**src/core/sadc_pkg.sv**
```systemverilog
package sadc_pkg;
	// Register byte addresses (printed offsets 0..2 are not multiples of four)
	localparam logic [1:0] SADC_IDX_CSR = 2'h0; // Control/status index
	localparam logic [1:0] SADC_IDX_UPPER = 2'h1; // Upper result index
	localparam logic [1:0] SADC_IDX_LOWER = 2'h2; // Lower result index
	localparam logic [11:0] SADC_ADDR_CSR = {8'h00, SADC_IDX_CSR, 2'h0};
	localparam logic [11:0] SADC_ADDR_UPPER = {8'h00, SADC_IDX_UPPER, 2'h0};
	localparam logic [11:0] SADC_ADDR_LOWER = {8'h00, SADC_IDX_LOWER, 2'h0};
	// Control/status field positions
	localparam int SADC_CSR_DONE_BIT = 7;
	localparam int SADC_CSR_SPEED_BIT = 6;
	localparam int SADC_CSR_EN_BIT = 5;
	localparam int SADC_CSR_SEL_LSB = 0;
	localparam int SADC_CSR_SEL_W = 4;
	// Widths
	localparam int SADC_RES_W = 10;
	localparam int SADC_BIT_CNT_W = 4;
	localparam int SADC_CH_N = 16;
	// Reset values
	localparam logic [7:0] SADC_CSR_RST = 8'h00;
	localparam logic [9:0] SADC_RES_RST = 10'h000;
	// Converter clock divide counts
	localparam logic [1:0] SADC_DIV_SLOW = 2'h3; // CPU clock / 4
	localparam logic [1:0] SADC_DIV_FAST = 2'h1; // CPU clock / 2
	// Successive approximation states
	typedef enum logic [1:0] {
		SADC_IDLE = 2'b00,
		SADC_SAMPLE = 2'b01,
		SADC_CONVERT = 2'b10
	} sadc_state_t;
endpackage

```
**src/core/sadc_clkdiv.sv**
```systemverilog
`timescale 1ns/1ps
module sadc_clkdiv
	import sadc_pkg::*;
(
	input wire logic clk,
	input wire logic rst_n,
	input wire logic run,
	input wire logic fast,
	output logic tick
);
	logic [1:0] cnt_ff; // Divide counter
	logic [1:0] lim; // Terminal count

	// Selects the divide ratio
	always_comb begin
		lim = fast ? SADC_DIV_FAST : SADC_DIV_SLOW;
	end

	// Counts CPU clocks while running
	always_ff @(posedge clk) begin
		if (!rst_n || !run) begin
			cnt_ff <= 2'h0;
		end else if (cnt_ff >= lim) begin
			cnt_ff <= 2'h0;
		end else begin
			cnt_ff <= cnt_ff + 2'h1;
		end
	end

	// One-cycle enable at the end of each period
	assign tick = run && (cnt_ff >= lim);
endmodule

```
**src/core/sadc_sar.sv**
```systemverilog
`timescale 1ns/1ps
module sadc_sar
	import sadc_pkg::*;
(
	input wire logic clk,
	input wire logic rst_n,
	input wire logic run,
	input wire logic restart,
	input wire logic tick,
	input wire logic cmp_high,
	output logic sample,
	output logic [9:0] trial,
	output logic done,
	output logic [9:0] result
);
	sadc_state_t state_ff; // Sequencer state
	logic [9:0] trial_ff; // Approximation register
	logic [3:0] bit_ff; // Bit under test

	// Current trial code drives the analog DAC
	assign trial = trial_ff;
	assign sample = (state_ff == SADC_SAMPLE);

	// Sequencer: sample one tick, then one decision per tick, MSB first
	always_ff @(posedge clk) begin
		if (!rst_n || !run || restart) begin
			state_ff <= SADC_IDLE;
			trial_ff <= SADC_RES_RST;
			bit_ff <= 4'h9;
		end else if (tick) begin
			case (state_ff)
				SADC_IDLE: begin
					state_ff <= SADC_SAMPLE;
				end
				SADC_SAMPLE: begin
					// Start with the MSB set
					trial_ff <= 10'h200;
					bit_ff <= 4'h9;
					state_ff <= SADC_CONVERT;
				end
				SADC_CONVERT: begin
					// Keep bit when input is above trial, then try the next
					trial_ff[bit_ff] <= cmp_high;
					if (bit_ff != 4'h0) begin
						trial_ff[bit_ff - 4'h1] <= 1'b1;
						bit_ff <= bit_ff - 4'h1;
					end else begin
						// Back to back: sample again next tick
						state_ff <= SADC_SAMPLE;
					end
				end
				default: begin
					state_ff <= SADC_IDLE;
				end
			endcase
		end
	end

	// Final code; saturates naturally to all ones or zero
	assign done = rst_n && run && !restart && tick && (state_ff == SADC_CONVERT)
		&& (bit_ff == 4'h0);
	always_comb begin
		result = trial_ff;
		result[0] = cmp_high;
	end
endmodule

```
**src/core/sadc_top.sv**
```systemverilog
//
// Contract
// - Ten-bit SAR over sixteen multiplexed inputs
// - Results are monotonic with input
// - Over high reference reads all ones
// - Under low reference reads zero
// - Four-bit selector picks the input
// - Enable starts continuous back-to-back conversion
// - Completion stores result, sets done
// - Upper result read clears done
// - Each conversion overwrites both bytes unlatched
// - Selector write aborts, clears done, restarts
// - Digital pin reads stay working
// - Any control write clears done
// - Enable clear stops; resets disabled
// - Speed bit picks divide four or two
// - Upper holds bits 9:2, lower 1:0
//
// Added by the designer: the placing of the registers and the APB interface to the registers.
`timescale 1ns/1ps
module sadc_top
	import sadc_pkg::*;
(
	input wire logic clk,
	input wire logic rst_n,
	input wire logic psel,
	input wire logic penable,
	input wire logic pwrite,
	input wire logic [11:0] paddr,
	input wire logic [31:0] pwdata,
	output logic [31:0] prdata,
	output logic pready,
	output logic pslverr,
	input wire logic cmp_high,
	input wire logic [15:0] analog_pin_digital,
	output logic [3:0] input_selector,
	output logic [9:0] dac_code,
	output logic sample_hold,
	output logic converter_power,
	output logic [15:0] pin_level
);
	logic speed_ff; // Converter clock speed select
	logic converter_enable_ff; // Converter on
	logic [3:0] input_selector_ff; // Selected input
	logic done_ff; // Conversion complete flag
	logic [9:0] result_ff; // Last conversion result
	logic [15:0] pin_level_ff; // Digital pin levels
	logic [31:0] prdata_ff; // Read data
	logic wr_en; // Write accepted
	logic rd_en; // Read accepted
	logic csr_wr; // Write to control/status
	logic sel_change; // Selector rewritten
	logic tick; // Converter clock enable
	logic conv_done; // Conversion completes
	logic [9:0] conv_result; // Completed code
	logic [7:0] csr_rd; // Control/status read image

	// Access phase always completes in its first cycle
	assign pready = 1'b1;
	assign wr_en = psel && penable && pwrite;
	assign rd_en = psel && penable && !pwrite;
	assign csr_wr = wr_en && (paddr == SADC_ADDR_CSR);
	// Any selector write restarts the conversion
	assign sel_change = csr_wr;

	// Unmapped address answers with an error
	always_comb begin
		pslverr = psel && penable && (paddr != SADC_ADDR_CSR)
			&& (paddr != SADC_ADDR_UPPER) && (paddr != SADC_ADDR_LOWER);
	end

	// Converter clock divider
	sadc_clkdiv sadc_clkdiv_inst (
		.clk(clk),
		.rst_n(rst_n),
		.run(converter_enable_ff),
		.fast(speed_ff),
		.tick(tick)
	);

	// Successive approximation sequencer
	sadc_sar sadc_sar_inst (
		.clk(clk),
		.rst_n(rst_n),
		.run(converter_enable_ff),
		.restart(sel_change),
		.tick(tick),
		.cmp_high(cmp_high),
		.sample(sample_hold),
		.trial(dac_code),
		.done(conv_done),
		.result(conv_result)
	);

	// Control bits written by software
	always_ff @(posedge clk) begin
		if (!rst_n) begin
			speed_ff <= 1'b0;
			converter_enable_ff <= 1'b0;
			input_selector_ff <= 4'h0;
		end else if (csr_wr) begin
			speed_ff <= pwdata[SADC_CSR_SPEED_BIT];
			converter_enable_ff <= pwdata[SADC_CSR_EN_BIT];
			input_selector_ff <= pwdata[SADC_CSR_SEL_LSB +: SADC_CSR_SEL_W];
		end
	end

	// Result store: direct overwrite, no pairing latch
	always_ff @(posedge clk) begin
		if (!rst_n) begin
			result_ff <= SADC_RES_RST;
		end else if (conv_done) begin
			result_ff <= conv_result;
		end
	end

	// Done flag: completion wins over a clearing access
	always_ff @(posedge clk) begin
		if (!rst_n) begin
			done_ff <= 1'b0;
		end else if (conv_done) begin
			done_ff <= 1'b1;
		end else if (csr_wr) begin
			done_ff <= 1'b0;
		end else if (rd_en && (paddr == SADC_ADDR_UPPER)) begin
			done_ff <= 1'b0;
		end
	end

	// Digital path of analog pins keeps working
	always_ff @(posedge clk) begin
		if (!rst_n) begin
			pin_level_ff <= 16'h0000;
		end else begin
			pin_level_ff <= analog_pin_digital;
		end
	end

	// Control/status read image
	always_comb begin
		csr_rd = SADC_CSR_RST;
		csr_rd[SADC_CSR_DONE_BIT] = done_ff;
		csr_rd[SADC_CSR_SPEED_BIT] = speed_ff;
		csr_rd[SADC_CSR_EN_BIT] = converter_enable_ff;
		csr_rd[SADC_CSR_SEL_LSB +: SADC_CSR_SEL_W] = input_selector_ff;
	end

	// Read data registered in the setup cycle
	always_ff @(posedge clk) begin
		if (!rst_n) begin
			prdata_ff <= 32'h00000000;
		end else if (psel && !penable && !pwrite) begin
			case (paddr)
				SADC_ADDR_CSR: begin
					prdata_ff <= {24'h000000, csr_rd};
				end
				SADC_ADDR_UPPER: begin
					prdata_ff <= {24'h000000, result_ff[9:2]};
				end
				SADC_ADDR_LOWER: begin
					prdata_ff <= {30'h00000000, result_ff[1:0]};
				end
				default: begin
					prdata_ff <= 32'h00000000;
				end
			endcase
		end
	end

	assign prdata = prdata_ff;
	assign input_selector = input_selector_ff;
	assign converter_power = converter_enable_ff;
	assign pin_level = pin_level_ff;

	// Conversion time: 12 ticks from start to done
	logic [5:0] cyc_ff; // Clocks since last done or restart
	always_ff @(posedge clk) begin
		if (!rst_n || conv_done || sel_change || !converter_enable_ff) begin
			cyc_ff <= 6'h00;
		end else if (cyc_ff != 6'h3F) begin
			cyc_ff <= cyc_ff + 6'h01;
		end
	end

	// Completion raises the flag
	done_sets_a: assert property (@(posedge clk) disable iff (!rst_n)
		conv_done
		|=> done_ff)
		else $error("done flag not set");

	// Upper read clears the flag
	upper_clears_a: assert property (@(posedge clk) disable iff (!rst_n)
		(rd_en && paddr == SADC_ADDR_UPPER && !conv_done)
		|=> !done_ff)
		else $error("upper read left done set");

	// Control write clears the flag
	csr_wr_clears_a: assert property (@(posedge clk) disable iff (!rst_n)
		(csr_wr && !conv_done)
		|=> !done_ff)
		else $error("write left done set");

	// Completed code lands in the result store
	result_stored_a: assert property (@(posedge clk) disable iff (!rst_n)
		conv_done
		|=> result_ff == $past(conv_result))
		else $error("result lost");

	// No completion while switched off
	off_no_done_a: assert property (@(posedge clk) disable iff (!rst_n)
		!converter_enable_ff
		|-> !conv_done)
		else $error("done while off");

	// Restart suppresses completion for a while
	restart_abort_a: assert property (@(posedge clk) disable iff (!rst_n)
		sel_change
		|=> !conv_done [*8])
		else $error("no abort on selector");

	// Eleven ticks of two clocks at the fastest
	conv_len_a: assert property (@(posedge clk) disable iff (!rst_n)
		conv_done
		|-> cyc_ff >= 6'h15)
		else $error("conversion too short");

	// Fast converter clock ticks every second clock
	fast_tick_a: assert property (@(posedge clk) disable iff (!rst_n)
		(tick && speed_ff && converter_enable_ff && !csr_wr) ##1 !csr_wr
		|-> !tick ##1 tick)
		else $error("divide by two broken");

	// Lower result upper bits read zero
	lower_zero_a: assert property (@(posedge clk) disable iff (!rst_n)
		(rd_en && paddr == SADC_ADDR_LOWER)
		|-> prdata[31:2] == 30'h00000000)
		else $error("lower upper bits set");

	// Selector follows the written field
	sel_out_a: assert property (@(posedge clk) disable iff (!rst_n)
		csr_wr
		|=> input_selector == $past(pwdata[3:0]))
		else $error("selector");

	// Slow converter clock ticks every fourth clock
	slow_tick_a: assert property (@(posedge clk) disable iff (!rst_n)
		(tick && !speed_ff && converter_enable_ff && !csr_wr) ##1 (!csr_wr) [*3]
		|-> !tick ##1 tick)
		else $error("divide by four broken");

	// Upper read image is result bits 9:2
	upper_image_a: assert property (@(posedge clk) disable iff (!rst_n)
		(psel && !penable && !pwrite && paddr == SADC_ADDR_UPPER)
		|=> prdata == {24'h000000, $past(result_ff[9:2])})
		else $error("upper image wrong");

	// Lower read image is result bits 1:0
	lower_image_a: assert property (@(posedge clk) disable iff (!rst_n)
		(psel && !penable && !pwrite && paddr == SADC_ADDR_LOWER)
		|=> prdata == {30'h00000000, $past(result_ff[1:0])})
		else $error("lower image wrong");

	// Status image shows the flag, reserved bit zero
	csr_image_a: assert property (@(posedge clk) disable iff (!rst_n)
		(psel && !penable && !pwrite && paddr == SADC_ADDR_CSR)
		|=> (prdata[31:8] == 24'h000000 && !prdata[4] && prdata[7] == $past(done_ff)))
		else $error("status image wrong");

	// Flag stays up until a clearing access
	done_holds_a: assert property (@(posedge clk) disable iff (!rst_n)
		(done_ff && !csr_wr && !(rd_en && paddr == SADC_ADDR_UPPER))
		|=> done_ff)
		else $error("done flag dropped");

	// Flag rises only on a completion
	done_rise_a: assert property (@(posedge clk) disable iff (!rst_n)
		$rose(done_ff)
		|-> $past(conv_done))
		else $error("done without completion");

	// Result changes only on a completion
	result_holds_a: assert property (@(posedge clk) disable iff (!rst_n)
		!conv_done
		|=> $stable(result_ff))
		else $error("result changed alone");

	// Read data stands until the next read setup
	prdata_hold_a: assert property (@(posedge clk) disable iff (!rst_n)
		!(psel && !penable && !pwrite)
		|=> $stable(prdata))
		else $error("read data moved");

	// Selector changes only by a control write
	sel_hold_a: assert property (@(posedge clk) disable iff (!rst_n)
		!csr_wr
		|=> $stable(input_selector))
		else $error("selector moved");

	// Enable bit follows the written value
	en_write_a: assert property (@(posedge clk) disable iff (!rst_n)
		csr_wr
		|=> converter_power == $past(pwdata[SADC_CSR_EN_BIT]))
		else $error("enable not written");

	// Speed bit follows the written value
	speed_write_a: assert property (@(posedge clk) disable iff (!rst_n)
		csr_wr
		|=> speed_ff == $past(pwdata[SADC_CSR_SPEED_BIT]))
		else $error("speed not written");

	// Sequencer parked while switched off
	off_idle_a: assert property (@(posedge clk) disable iff (!rst_n)
		(!converter_enable_ff && !$past(converter_enable_ff))
		|-> (!sample_hold && dac_code == 10'h000))
		else $error("sequencer running while off");

	// Restart parks the sequencer
	restart_idle_a: assert property (@(posedge clk) disable iff (!rst_n)
		sel_change
		|=> (!sample_hold && dac_code == 10'h000))
		else $error("sequencer not restarted");

	// First trial after sampling is the MSB alone
	msb_first_a: assert property (@(posedge clk) disable iff (!rst_n)
		(sample_hold && tick && !sel_change)
		|=> dac_code == 10'h200)
		else $error("first trial not MSB");

	// Pin levels follow one clock later
	pin_follow_a: assert property (@(posedge clk) disable iff (!rst_n)
		1'b1
		|=> pin_level == $past(analog_pin_digital))
		else $error("pin level lost");

	// Control/status and upper result places answer without error
	err_known_a: assert property (@(posedge clk) disable iff (!rst_n)
		(psel && penable && (paddr == SADC_ADDR_CSR || paddr == SADC_ADDR_UPPER))
		|-> !pslverr)
		else $error("error on mapped place");

	// Far places answer with an error
	err_other_a: assert property (@(posedge clk) disable iff (!rst_n)
		(psel && penable && paddr[11:4] != 8'h00)
		|-> pslverr)
		else $error("no error on unmapped place");

	// Access phase never waits
	pready_a: assert property (@(posedge clk) disable iff (!rst_n)
		(psel && penable)
		|-> pready)
		else $error("access phase stalled");

	// One conversion completes
	conv_c: cover property (@(posedge clk) conv_done);
	// Back-to-back conversions
	two_conv_c: cover property (@(posedge clk) conv_done ##[1:100] conv_done);
	// Restart within twenty clocks after sampling
	abort_c: cover property (@(posedge clk) sample_hold ##[1:20] sel_change);
	// Upper read after completion
	upper_rd_c: cover property (@(posedge clk) done_ff ##1 (rd_en && paddr == SADC_ADDR_UPPER));
endmodule

```
**config.mk**
```make
export PLATFORM = sky130hd
export DESIGN_NAME = sadc_top
export DESIGN_NICKNAME = d
export VERILOG_FILES = /design/src/core/sadc_pkg.sv /design/src/core/sadc_clkdiv.sv /design/src/core/sadc_sar.sv /design/src/core/sadc_top.sv
export SDC_FILE = /design/constraint.sdc
export NUM_CORES = 1
export LEC_CHECK = 0
export BUFFER_PORTS_ARGS = -buffer_cell sky130_fd_sc_hd__buf_2
export CAP_MARGIN = 20
export CORE_MARGIN = 3
export CORE_UTILIZATION = 30
export DETAILED_ROUTE_END_ITERATION = 10
export PLACE_DENSITY = 0.66
export REMOVE_ABC_BUFFERS = 1
export SYNTH_ARGS = -nofsm -noshare
export SYNTH_HDL_FRONTEND = slang
export SYNTH_SLANG_ARGS = --single-unit
export TNS_END_PERCENT = 5
```
**constraint.sdc**
```tcl
create_clock -name clk -period 2.8 [get_ports clk]
set_input_delay 0.14 -clock clk [delete_from_list [all_inputs] [get_ports clk]]
set_output_delay 0.14 -clock clk [all_outputs]
set_load 0.005 [all_outputs]
```
==> implementation parameters <==
Parameter                              Value

Critical path
  Data required time of the worst path    between 3 and 4 ns
  Kind of start point of the critical path    flop
  Worst reg2reg path depth    6
  Maximum fanout encountered on the critical timing path    16
  Reg-to-reg startpoint    sadc_sar_inst.bit_ff[0]
  Type of the worst setup path    flop to flop
  Data arrival time of the critical path    2.67 ns
  CP Capture Type    flop
  Beginning of the critical path    sadc_sar_inst.bit_ff[0]
  Crit Reg-Reg Endpoint    result_ff[6]
  Minimum setup slack among reg-to-reg paths    around 0.39 ns

Routing
  Average vias per placed instance    between 4 and 5
  Highest metal layer used by the detailed router    met4
  DR WL/cell    about 12 um
  Residual antenna-violating net count after detailed routing    0
  Detailed-route wire length on metal 1    between 3000 and 4000 um
  Vias    ~2600
  Sum of met2 wire segment lengths after detailed routing    3560 um
  Number of remaining DRC errors    0
  Wirelength, routed    between 7000 and 8000 um
  WL met3    356 um
  Number of detailed-routing iterations run before antenna repair    4
  Violation count after the first detailed-routing iteration    ~140

STA
  Worst-Margin Slew    roughly 0.6 ns
  Minimum clock period    ~2.4 ns
  Setup tns final    0 ns
  Period utilisation layout    between 80% and 90%
  RSZ-0062 raised after global routing    no
  Fmax    415 MHz
  Setup Skew    between 0.007 and 0.008 ns
  Worst relative slew slack    around three fifths
  Pins Over Slew Limit    0
  Number of hold-slack violations in the final timing report    0
  Final-report setup violation count    0

Final layout
  Share of final-layout standard cells stronger than drive strength 1    between 20% and 30%
  Layout overhead on the synthesized area    23.4%
  Total Nets Final    roughly 510
  Diode count    0
  Area used by multi-input combinational logic    approximately 1500 um2
  Sequential cell area    about 1200 um2
  Non-filler cells, final    567
  Most used cells in the layout excluding fill and tap cells    buf_2 (80), dfxtp_1 (59), nand2_1 (42), conb_1 (25), o21ai_0 (23)
  Fill cell total of the finished layout    between 900 and 1000
  Most common library cell in the layout ignoring fill and taps    buf_2

Power and ir drop
  Fraction of power consumed by combinational cells    5.9%
  Internal Pwr Total    ~1.3 mW
  Worst supply voltage drop on vdd    0.181 mV
  Switching fraction of total power    between 20 and 25%
  Leak pwr    1.58 nW
  Relative contribution of the clock network to total power    a little over two fifths
  Proportion of power drawn by flip-flops and latches    52.1%
  Ratio of total power to cell area    452 nW/um2
  Sw Pwr    roughly 370 uW

Yosys
  Cell count after synthesis    350
  Yosys warning count    0
  Proportion of synthesized chip area in sequential cells    40.2%
  Number of distinct library cell variants in the gate-level netlist after synthesis    44
  Avg Cell Area, Syn    8.39 um2
  Main synth FF type    dfxtp_1
  Number of storage elements in the synthesis netlist    between 50 and 60
  FFs w/ async S/R, synth    0%
  EDFF count, synth    0
  Area of the mapped netlist    roughly 2900 um2

Placed design
  DP Cell Count    540
  Weighted congestion at the end of routability-driven global placement    0.833
  DP HPWL    between 5000 and 6000 um
  Buffers on Ports    80

Clock tree
  Post-CTS Setup Bufs    0
  Clock latency on the worst-skew pair    between 0.3 and 0.4 ns
  Number of sinks on the clock net    roughly 60
  CTS resizes    0
  Depth of the CTS H-tree    3
  Clock tree from TritonCTS    yes
  Clock root cell    clkbuf_8
  Inserted Clock Buffers    9
  Hold buffer count at cts    10
  Clock transition at the register clock pins on the worst setup and hold paths after CTS    roughly 0.06 ns
  Longest Clk Path Bufs    2

GRT
  Number of antenna violations at the first check in global routing    0
  Aggregate global-route resource usage    12.6%
  Global route total overflow    0
  First-pass GRT wire length    around 12000 um
  Pin count of the biggest net entering global routing    42
  Number of global-route vias before repair    ~2500

Floorplan
  Width of the die    between 100 and 150 um
  DIE AREA    about 11000 um2
  Number of core rows    35
  Initial core utilization    between 30% and 40%
  Floorplan die height    105 um
  Io pins    ~130
  Area of the placeable core    around 9400 um2

Status
  Run status    complete, no violations

Min path
  Classification of the worst-slack hold path    input pin to flop
  Worst Hold Path Cells    2
  End point of the worst hold path    pin_level[14]
  Hold path startpoint    analog_pin_digital[14]

Flow run
  Count of max-cap constraint violations    0
## worst max-delay path, stage by stage (launching register included)
cell and delay [ns]:
dfxtp_1 0.39, inv_1 0.16, ha_1 0.49, nor3b_1 0.43, and3_1 0.25, and2_1 0.39
mux2i_1 0.23
## sequential cells by signal (all words and copies together), names as in the netlist
register	count
converter_power	1
done_ff	1
input_selector	4
pin_level	16
prdata	8
result_ff	10
sadc_clkdiv_inst.cnt_ff	2
sadc_sar_inst.bit_ff	4
sadc_sar_inst.state_ff	2
sadc_sar_inst.trial	10
speed_ff	1
## metal layers
layer	GRT usage, %	vias to the layer above
met3	3.77	6
met4	3.75	0
li1	-	1318
met2	22.0	65
met1	14.8	1210
met5	0	-
## through the flow
| step | cell area, um2 | total power [mW] | setup slack, ns | utilization [%] | hold slack, ns |
|---|---|---|---|---|---|
| floorplan | 2740 | 0.901 | 0.626 | - | 0.261 |
| global placement | 3330 | 0.955 | 0.532 | 35.6 | 0.347 |
| detailed placement | 3330 | 0.957 | 0.453 | 35.6 | 0.350 |
| CTS | 3610 | 1.67 | 0.417 | 38.5 | 0.00230 |
| global route | 3620 | 1.72 | 0.217 | 38.7 | 0.00142 |
| finish | 3620 | 1.64 | 0.390 | 38.7 | 0.0201 |
## cell families after synthesis
kind of cell    synth area share, %
xor+xnor                      0.298
mux                            5.84
compound gates                 15.9
flops                          40.2
buf+inv                        10.2
fa+ha+maj                      4.26
simple gates                   23.0
other cells                   0.256
## power groups by stage
stage	clock, mW	combinational, mW	sequential (mW)
floorplan	0	0.0260	0.875
finish	0.687	0.0968	0.854
detailed placement	0	0.0847	0.873
CTS	0.716	0.0957	0.854
global placement	0	0.0828	0.872
global route	0.758	0.107	0.854
## final cells by class
type / count / area share (%)
Clock inverter: 4 / 0.691
Clock buffer: 12 / 4.28
Timing Repair Buffer: 95 / 14.9
Sequential cell: 59 / 32.6
Tap cell: 129 / 4.46
Inverter: 5 / 0.518
Multi-Input combinational cell: 263 / 42.5
## synthesized netlist by cell type (6+ instances only)
cell type	instances	area share, %
nor3_1	6	1.0
nand4_1	6	1.3
nand3_1	13	2.2
a21boi_0	9	2.3
clkbuf_1	18	2.3
buf_4	27	6.9
o21ai_0	23	3.9
a21oi_1	11	1.9
nor2_1	20	2.6
nor2b_1	11	2.3
nand2_1	42	5.4
o21ai_1	9	1.5
mux2i_1	16	5.5
and2_1	22	4.7
ha_1	10	4.3
dfxtp_1	59	40
## worst max-delay path by stage
stage / end / slack, ns / depth (start not counted)
global placement: result_ff[6] / 0.53 / 6
detailed placement: result_ff[6] / 0.45 / 6
finish: result_ff[6] / 0.39 / 6
global route: result_ff[6] / 0.22 / 6
CTS: result_ff[6] / 0.42 / 6
floorplan: result_ff[6] / 0.63 / 6
Power figures use the tool's default switching activity.
